==> src/rtl/nand_host_pkg.sv <==
// Shared constants and types for the flash page read controller
package nand_host_pkg;
   // ************************************************************
   // Timing
   // ************************************************************
   localparam int CLK_NS = 50;
   localparam int BUSY_ONSET_NS = 100;
   localparam int CMD_TO_READ_NS = 120;
   localparam logic [3:0] BUSY_ONSET_CYC = 4'((BUSY_ONSET_NS + CLK_NS - 1) / CLK_NS);
   localparam logic [3:0] CMD_TO_READ_CYC = 4'((CMD_TO_READ_NS + CLK_NS - 1) / CLK_NS);
   localparam logic [3:0] WE_LOW_CYC = 4'h2;
   localparam logic [3:0] RD_LOW_CYC = 4'h5;

   // ************************************************************
   // Page geometry and address layout
   // ************************************************************
   localparam logic [11:0] PAGE_MAIN = 12'h800;
   localparam logic [11:0] PAGE_SPARE = 12'h040;
   localparam logic [11:0] PAGE_BYTES = PAGE_MAIN + PAGE_SPARE;
   localparam int PAGES_PER_BLOCK = 64;
   localparam int PLANE_BIT_POS = 6;
   localparam logic [2:0] ADDR_CYC_FULL = 3'h5;
   localparam logic [2:0] ADDR_CYC_COL = 3'h2;
   localparam logic [2:0] ADDR_CYC_NONE = 3'h0;

   // ************************************************************
   // Commands and status fields
   // ************************************************************
   localparam logic [7:0] CMD_READ_SETUP = 8'h00;
   localparam logic [7:0] CMD_READ_CONFIRM = 8'h30;
   localparam logic [7:0] CMD_COL_CHANGE = 8'h05;
   localparam logic [7:0] CMD_COL_CONFIRM = 8'hE0;
   localparam logic [7:0] CMD_STATUS = 8'h70;
   localparam int STATUS_READY_POS = 6;
   localparam int STATUS_IDLE_POS = 5;

   // ************************************************************
   // Types
   // ************************************************************
   typedef enum logic [1:0] {OP_PAGE_READ, OP_RANDOM_OUT, OP_STATUS} op_t;

   typedef struct packed {
      op_t op;
      logic [11:0] col;
      logic [17:0] row;
      logic [11:0] len;
   } req_t;

   typedef struct packed {
      logic ce_n;
      logic cle;
      logic ale;
      logic we_n;
      logic read_strobe_n;
      logic wp_n;
      logic powerup_protect_pin;
      logic io_oe;
      logic [7:0] io_out;
   } pins_t;

   localparam pins_t PINS_IDLE = '{ce_n: 1'b1, cle: 1'b0, ale: 1'b0, we_n: 1'b1, read_strobe_n: 1'b1,
                                   wp_n: 1'b0, powerup_protect_pin: 1'b0, io_oe: 1'b0, io_out: 8'h00};
endpackage : nand_host_pkg

==> src/rtl/nand_host_ctrl.sv <==
// Host controller issuing page read, column change and status read to a NAND flash
//
// Function
// - Command byte sent with command latch high
// - Address byte sent with address latch high
// - Five address cycles, column first
// - Row bits in cycles three to five
// - 00h, five addresses, 30h, busy, read
// - Read byte captured in the cycle the read strobe rises
// - 05h, two columns, E0h, resume output
// - 70h returns status, bits six and five
`timescale 1ns/1ns
`default_nettype none
module nand_host_ctrl (
   input wire logic mclk,
   input wire logic nrst,
   input wire logic req_valid,
   input wire nand_host_pkg::req_t req_in,
   output logic req_ready,
   output logic [7:0] rd_data,
   output logic rd_valid,
   output logic done,
   output logic status_ready_bit,
   output logic status_idle_bit,
   input wire logic [7:0] io_in,
   input wire logic ready_busy_n,
   output nand_host_pkg::pins_t pins
);
   // ************************************************************
   // State and registers
   // ************************************************************
   typedef enum logic [3:0] {ST_IDLE, ST_CMD_A, ST_ADDR, ST_CMD_B, ST_WAIT_WB, ST_WAIT_RB, ST_GAP, ST_READ,
                             ST_FINISH} state_t;

   state_t state_ff, nxt_state;
   nand_host_pkg::pins_t pins_ff, nxt_pins;
   nand_host_pkg::req_t req_ff, nxt_req;
   logic [3:0] ph_ff, nxt_ph;
   logic [2:0] idx_ff, nxt_idx;
   logic [11:0] cnt_ff, nxt_cnt;
   logic [7:0] rd_data_ff, nxt_rd_data;
   logic rd_valid_ff, nxt_rd_valid;
   logic done_ff, nxt_done;
   logic ready_ff, nxt_ready;
   logic sready_ff, nxt_sready;
   logic sidle_ff, nxt_sidle;
   logic [7:0] io_sync;
   logic rb_ready;

   // ************************************************************
   // Pin synchronisers
   // ************************************************************
   pin_sync #(.W(8), .RST(8'h00)) u_io_sync (
      .clk(mclk),
      .rst_n(nrst),
      .d(io_in),
      .q(io_sync)
   );

   pin_sync #(.W(1), .RST(1'b0)) u_rb_sync (
      .clk(mclk),
      .rst_n(nrst),
      .d(ready_busy_n),
      .q(rb_ready)
   );

   // ************************************************************
   // Decoding
   // ************************************************************
   logic [2:0] n_addr;
   logic [7:0] first_cmd;
   logic [7:0] second_cmd;
   logic [7:0] addr_byte;
   logic [7:0] wr_byte;
   logic [11:0] eff_len;
   logic is_write;
   logic wr_last;
   logic addr_last;
   logic plane_select_bit;

   assign n_addr = (req_ff.op == nand_host_pkg::OP_PAGE_READ) ? nand_host_pkg::ADDR_CYC_FULL :
                   (req_ff.op == nand_host_pkg::OP_RANDOM_OUT) ? nand_host_pkg::ADDR_CYC_COL :
                   nand_host_pkg::ADDR_CYC_NONE;
   assign first_cmd = (req_ff.op == nand_host_pkg::OP_PAGE_READ) ? nand_host_pkg::CMD_READ_SETUP :
                      (req_ff.op == nand_host_pkg::OP_RANDOM_OUT) ? nand_host_pkg::CMD_COL_CHANGE :
                      nand_host_pkg::CMD_STATUS;
   assign second_cmd = (req_ff.op == nand_host_pkg::OP_PAGE_READ) ? nand_host_pkg::CMD_READ_CONFIRM :
                       nand_host_pkg::CMD_COL_CONFIRM;
   // Column low, column high, then three row bytes
   assign addr_byte = (idx_ff == 3'h0) ? req_ff.col[7:0] :
                      (idx_ff == 3'h1) ? {4'h0, req_ff.col[11:8]} :
                      (idx_ff == 3'h2) ? {req_ff.row[7], plane_select_bit, req_ff.row[5:0]} :
                      (idx_ff == 3'h3) ? req_ff.row[15:8] :
                      {6'h00, req_ff.row[17:16]};
   assign plane_select_bit = req_ff.row[nand_host_pkg::PLANE_BIT_POS];
   assign wr_byte = (state_ff == ST_CMD_A) ? first_cmd : (state_ff == ST_CMD_B) ? second_cmd : addr_byte;
   assign eff_len = (req_ff.op == nand_host_pkg::OP_STATUS || req_ff.len == 12'h000) ? 12'h001 :
                    (req_ff.len > nand_host_pkg::PAGE_BYTES) ? nand_host_pkg::PAGE_BYTES : req_ff.len;
   assign is_write = (state_ff == ST_CMD_A) || (state_ff == ST_ADDR) || (state_ff == ST_CMD_B);
   assign wr_last = (ph_ff == nand_host_pkg::WE_LOW_CYC + 4'h1);
   assign addr_last = (idx_ff == n_addr - 3'h1);

   // ************************************************************
   // Sequencer
   // ************************************************************
   always_comb begin
      nxt_state = state_ff;
      nxt_pins = pins_ff;
      nxt_req = req_ff;
      nxt_ph = ph_ff + 4'h1;
      nxt_idx = idx_ff;
      nxt_cnt = cnt_ff;
      nxt_rd_data = rd_data_ff;
      nxt_rd_valid = 1'b0;
      nxt_done = 1'b0;
      nxt_ready = 1'b0;
      nxt_sready = sready_ff;
      nxt_sidle = sidle_ff;
      if (is_write) begin
         if (ph_ff == 4'h0) begin
            nxt_pins.we_n = 1'b0;
            nxt_pins.cle = (state_ff != ST_ADDR);
            nxt_pins.ale = (state_ff == ST_ADDR);
            nxt_pins.io_oe = 1'b1;
            nxt_pins.io_out = wr_byte;
         end else if (ph_ff == nand_host_pkg::WE_LOW_CYC) begin
            nxt_pins.we_n = 1'b1;
         end else if (wr_last) begin
            nxt_pins.cle = 1'b0;
            nxt_pins.ale = 1'b0;
            nxt_ph = 4'h0;
         end
      end
      unique case (state_ff)
         ST_IDLE: begin
            nxt_ph = 4'h0;
            nxt_idx = 3'h0;
            nxt_ready = 1'b1;
            if (req_valid && ready_ff) begin
               nxt_req = req_in;
               nxt_ready = 1'b0;
               nxt_pins.ce_n = 1'b0;
               nxt_state = ST_CMD_A;
            end
         end
         ST_CMD_A: begin
            if (wr_last) begin
               nxt_state = (n_addr == nand_host_pkg::ADDR_CYC_NONE) ? ST_GAP : ST_ADDR;
            end
         end
         ST_ADDR: begin
            if (wr_last) begin
               nxt_idx = idx_ff + 3'h1;
               if (addr_last) begin
                  nxt_state = ST_CMD_B;
               end
            end
         end
         ST_CMD_B: begin
            if (wr_last) begin
               if (req_ff.op == nand_host_pkg::OP_PAGE_READ) begin
                  nxt_pins.ce_n = 1'b1;
                  nxt_state = ST_WAIT_WB;
               end else begin
                  nxt_state = ST_GAP;
               end
            end
         end
         ST_WAIT_WB: begin
            nxt_pins.io_oe = 1'b0;
            if (ph_ff == nand_host_pkg::BUSY_ONSET_CYC) begin
               nxt_state = ST_WAIT_RB;
            end
         end
         ST_WAIT_RB: begin
            nxt_ph = 4'h0;
            if (rb_ready) begin
               nxt_pins.ce_n = 1'b0;
               nxt_state = ST_GAP;
            end
         end
         ST_GAP: begin
            nxt_pins.io_oe = 1'b0;
            nxt_cnt = eff_len;
            if (ph_ff == nand_host_pkg::CMD_TO_READ_CYC) begin
               nxt_ph = 4'h0;
               nxt_state = ST_READ;
            end
         end
         ST_READ: begin
            // Slow strobe: byte is stable before the rising edge, no late capture needed
            if (ph_ff == 4'h0) begin
               nxt_pins.read_strobe_n = 1'b0;
            end else if (ph_ff == nand_host_pkg::RD_LOW_CYC) begin
               nxt_pins.read_strobe_n = 1'b1;
               nxt_rd_data = io_sync;
               nxt_rd_valid = 1'b1;
            end else if (ph_ff == nand_host_pkg::RD_LOW_CYC + 4'h1) begin
               nxt_ph = 4'h0;
               nxt_cnt = cnt_ff - 12'h001;
               if (cnt_ff == 12'h001) begin
                  nxt_state = ST_FINISH;
               end
            end
         end
         ST_FINISH: begin
            nxt_pins.ce_n = 1'b1;
            nxt_done = 1'b1;
            if (req_ff.op == nand_host_pkg::OP_STATUS) begin
               nxt_sready = rd_data_ff[nand_host_pkg::STATUS_READY_POS];
               nxt_sidle = rd_data_ff[nand_host_pkg::STATUS_IDLE_POS];
            end
            nxt_state = ST_IDLE;
         end
      endcase
      // Never program or erase; protect pin low keeps block protection off
      nxt_pins.wp_n = 1'b0;
      nxt_pins.powerup_protect_pin = 1'b0;
   end

   always_ff @(posedge mclk or negedge nrst) begin
      if (!nrst) begin
         state_ff <= ST_IDLE;
         pins_ff <= nand_host_pkg::PINS_IDLE;
         req_ff <= '0;
         ph_ff <= 4'h0;
         idx_ff <= 3'h0;
         cnt_ff <= 12'h000;
         rd_data_ff <= 8'h00;
         rd_valid_ff <= 1'b0;
         done_ff <= 1'b0;
         ready_ff <= 1'b0;
         sready_ff <= 1'b0;
         sidle_ff <= 1'b0;
      end else begin
         state_ff <= nxt_state;
         pins_ff <= nxt_pins;
         req_ff <= nxt_req;
         ph_ff <= nxt_ph;
         idx_ff <= nxt_idx;
         cnt_ff <= nxt_cnt;
         rd_data_ff <= nxt_rd_data;
         rd_valid_ff <= nxt_rd_valid;
         done_ff <= nxt_done;
         ready_ff <= nxt_ready;
         sready_ff <= nxt_sready;
         sidle_ff <= nxt_sidle;
      end
   end

   assign pins = pins_ff;
   assign req_ready = ready_ff;
   assign rd_data = rd_data_ff;
   assign rd_valid = rd_valid_ff;
   assign done = done_ff;
   assign status_ready_bit = sready_ff;
   assign status_idle_bit = sidle_ff;
endmodule : nand_host_ctrl
`default_nettype wire

==> src/rtl/pin_sync.sv <==
// Three-stage synchroniser that accepts a change once stages two and three agree
`timescale 1ns/1ns
`default_nettype none
module pin_sync #(
   parameter int W = 1,
   parameter logic [W-1:0] RST = '0
) (
   input wire logic clk,
   input wire logic rst_n,
   input wire logic [W-1:0] d,
   output logic [W-1:0] q
);
   logic [W-1:0] s1_ff;
   logic [W-1:0] s2_ff;
   logic [W-1:0] s3_ff;
   logic agree;

   assign agree = (s2_ff == s3_ff);

   always_ff @(posedge clk or negedge rst_n) begin
      if (!rst_n) begin
         s1_ff <= RST;
         s2_ff <= RST;
         s3_ff <= RST;
         q <= RST;
      end else begin
         s1_ff <= d;
         s2_ff <= s1_ff;
         s3_ff <= s2_ff;
         if (agree) begin
            q <= s3_ff;
         end
      end
   end
endmodule : pin_sync
`default_nettype wire
==> config.mk <==
export PLATFORM = sky130hd
export DESIGN_NAME = nand_host_ctrl
export DESIGN_NICKNAME = d
export VERILOG_FILES = /design/src/rtl/nand_host_pkg.sv /design/src/rtl/nand_host_ctrl.sv /design/src/rtl/pin_sync.sv
export SDC_FILE = /design/constraint.sdc
export NUM_CORES = 1
export LEC_CHECK = 0
export ABC_AREA = 1
export BUFFER_PORTS_ARGS = -buffer_cell sky130_fd_sc_hd__buf_2
export CAP_MARGIN = 20
export CORE_MARGIN = 1
export CORE_UTILIZATION = 54
export DETAILED_ROUTE_END_ITERATION = 6
export GPL_ROUTABILITY_DRIVEN = 0
export PLACE_DENSITY = 0.75
export SKIP_LAST_GASP = 1
export SLEW_MARGIN = 30
export SYNTH_ARGS = -nofsm -noshare
export SYNTH_HDL_FRONTEND = slang
export SYNTH_SLANG_ARGS = --single-unit
==> constraint.sdc <==
create_clock -name mclk -period 1.8 [get_ports mclk]
set_input_delay 0.36 -clock mclk [delete_from_list [all_inputs] [get_ports mclk]]
set_output_delay 0.36 -clock mclk [all_outputs]
set_load 0.1 [all_outputs]
==> metrics.md <==
| Metric | Value |
|---|---|
| Outcome | finished clean |
| CORE AREA | roughly 11000 sq um |
| Reg2Reg Depth | 7 |
| Max Slew Vio Count | 0 |
| WP data arrival | 1.38 ns |
| Hold worst-path end | req_ff[42]$_DFFE_PN0P_ |
| Fin area | 7450 sq um |
| Share of cells above drive strength 1 | 25.7% |
| Largest net degree at the start of global routing | 53 |
| Initial DRC count | 302 |
| Final net count | 840 |
| DP HPWL | about 9500 um |
| Post-synthesis adder-cell area fraction | 2.44% |
| Most common cell after layout, fill and taps aside | nand2_1 |
| Top_reg_cell synth | dfrtp_1 |
| Vias in the first global route | approximately 4700 |
| Critical path's top delay family | flip-flops |
| Worst reg2reg startpoint | state_ff[0]$_DFFE_PN0P_ |
| Die area | 11600 sq um |
| Synthesized area per cell | 9.23 sq um |
| Die span in y | around 110 um |
| Gate Count Post-Synth | about 650 |
| Most frequent cells in the layout | 145 x nand2_1, 125 x dfrtp_1, 93 x nor2_1, 78 x buf_2, 61 x inv_1 |
| Worst hold path cell count | 2 |
| Period Utilization, post-route | between 90% and 100% |
| HP Start | req_in[42] |
| Crit end category | output pin |
| Cell variety after synth | 44 |
| Pwr/cell area | 1720 nW/um^2 |
| Multiplexer area fraction after synthesis | around 7.0% |
| Clk sinks | 130 |
| Synth async-reset ratio | 100% |
| Min cycle time layout | roughly 1.7 ns |
| Synth Area in Compound Gates | 8.20% |
| Max incr delay on CP | 0.56 ns |
| I/O pin cnt | 85 |
| Crit-path cells | buf_4 |
| Unrepaired setup endpoints after global routing | yes |
| Initial Util | between 50% and 60% |
| DRT Pass-1 Iters | 5 |
| Hold Crit Class | primary input to register |
| Largest family of logic cells by synthesized area | simple AND/OR/NAND/NOR gates |
| Post-synth EDFFs | 0 |
| Synthesis-stage register bit count | 130 |
| Seq/Total Area, Yosys | a little over half |
| F_max | 0.575 GHz |
| WL/cell | roughly 14 um |
| Number of H-tree levels | 4 |
| Clk_lat worst skew | around 0.52 ns |
| CP max FO | 2 |
| Finished Layout Cells | between 900 and 1000 |
| Final setup viols | 0 |
| Synth Area in Simple Gates | around a fifth |
| Slowest cell on the critical path | dfstp_2 |
| Reg area | 3260 sq um |
| Area of the multi-input gates | ~2500 sq um |
| Initial antenna violation count | 0 |
| Final antenna-violating net count | 0 |
| Yosys warning count | 0 |
| Overall routing resource usage | around 25% |
| Die Span X | between 100 and 150 um |
| Fin. Hold Viols | 0 |
| CTS tree | built |
| Cell total after placement | 882 |
| Cell row count | 38 |
| Worst vdd rail ir drop | 0.00101 V |
| IO buf count | 82 |
| Grt ovf | 0 |
| P_leak | 0.00385 uW |
| Filler instances | 825 |
| Area after DPL | 6710 sq um |
| Global-route wire length before repair | 22000 um |
| Total CTS buffers | 17 |
| Root Buffer Master | clkbuf_8 |
| Final antenna diode count | 0 |
| Routed vias/inst | 5.18 |
| Longest Clk Path Bufs | 2 |
| Buffer and inverter count on the worst path | 1 |
| Max-Cap Viols | 0 |
| Required time of the critical path | 1.44 ns |
| Residual DRC | 0 |
| Setup slack, reg-to-reg | 0.08 ns |
| Worst setup SP type | register |
| DR vias | slightly below 5000 |
| DRT Wirelength | about 13000 um |
| Hold_ws | 0.0504 ns |
| Skew final | 0.00804 ns |
| Critical path type | register to output pin |
| Area grow syn2layout | 23.4% |
| Xor and xnor area share after synthesis | under 10% |
| R2R Path End | req_ff[1]$_DFFE_PN0P_ |
| Post-Syn Area | approximately 6000 sq um |
| Clock Pin Slew Worst Setup and Hold Paths | around 0.060 ns |
==> worst max-delay path by stage <==
stage	to	slack, ns	depth (start not counted)	from
6_report	pins[12]	0.06	1	pins[12]$_DFFE_PN1P_
5_1_grt	pins[15]$_DFFE_PN1P_	-0.04	9	state_ff[0]$_DFFE_PN0P_
4_1_cts	pins[12]	0.04	1	pins[12]$_DFFE_PN1P_
3_5_place_dp	state_ff[1]$_DFFE_PN0P_	-0.01	10	ph_ff[0]$_DFF_PN0_
3_3_place_gp	cnt_ff[11]$_DFFE_PN0P_	0.13	9	ph_ff[0]$_DFF_PN0_
2_1_floorplan	req_ff[31]$_DFFE_PN0P_	0.21	6	req_ready$_DFF_PN0_
==> state kept, by name (all words and copies together), names as in the netlist, 3 cells and up <==
name,count
cnt_ff,12
idx_ff,3
req_ff,43
u_io_sync.s2_ff,8
rd_data,8
state_ff,4
u_io_sync.s3_ff,8
u_io_sync.q,8
ph_ff,4
pins,14
u_io_sync.s1_ff,8
==> metal layers <==
layer / GRT usage (%) / vias up / wire length [um]
li1: - / 2341 / -
met2: 39.3 / 162 / 6340
met5: 0 / - / 0
met1: 32.2 / 2274 / 5670
met4: 9.20 / 0 / 298
met3: 7.57 / 24 / 733
==> layout make-up <==
class,count,share of cell area [%]
Tap cell,140,2.35
Clock inverter,12,1.61
Inverter,67,3.41
Sequential cell,130,43.7
Clock buffer,20,5.98
Multi-Input combinational cell,444,33.3
Timing Repair Buffer,113,9.61
==> stage by stage <==
step           utilization [%]  total power (uW)  setup TNS (ns)  setup slack, ns
2_1_floorplan                -              8160               0            0.212
3_3_place_gp              61.7              9230               0            0.126
3_5_place_dp              61.7              9410         -0.0221         -0.00959
4_1_cts                   67.9             12700               0           0.0447
5_1_grt                   68.4             13600          -0.207          -0.0353
6_report                  68.4             12800               0           0.0621
==> kinds of logic after synthesis <==
group | after synthesis
AND/OR/NAND/NOR | 297
flip-flops | 130
AO/OA/AOI/OAI | 88
other | 1
XOR/XNOR | 11
buffers and inverters | 81
adder cells (fa/ha/maj) | 12
multiplexers | 34
==> Yosys cell counts (5+ instances only) <==
cell type | n | area, sq um
a21oi_1 | 31 | 155
dfrtp_1 | 127 | 3180
ha_1 | 11 | 138
inv_1 | 61 | 229
inv_2 | 5 | 18.8
mux2_1 | 5 | 56.3
mux2_2 | 19 | 214
mux2_4 | 10 | 150
nand2_1 | 147 | 552
nand3_1 | 33 | 165
nor2_1 | 98 | 368
o21ai_0 | 34 | 170
xnor2_1 | 8 | 70.1
==> repair_timing <==
action,CTS,global route
buffers inserted,0,2
hold buffers,10,0
setup endpoints to repair,6,21
resized for setup,4,15
pin swaps,0,3
endpoints found under the hold margin,31,0
==> report_power, final <==
group	total, uW	internal [uW]	switching [uW]
clock network	3250	1930	1310
registers	4520	3850	670
logic	5040	1630	3410
(Power assumes the default switching activity.)
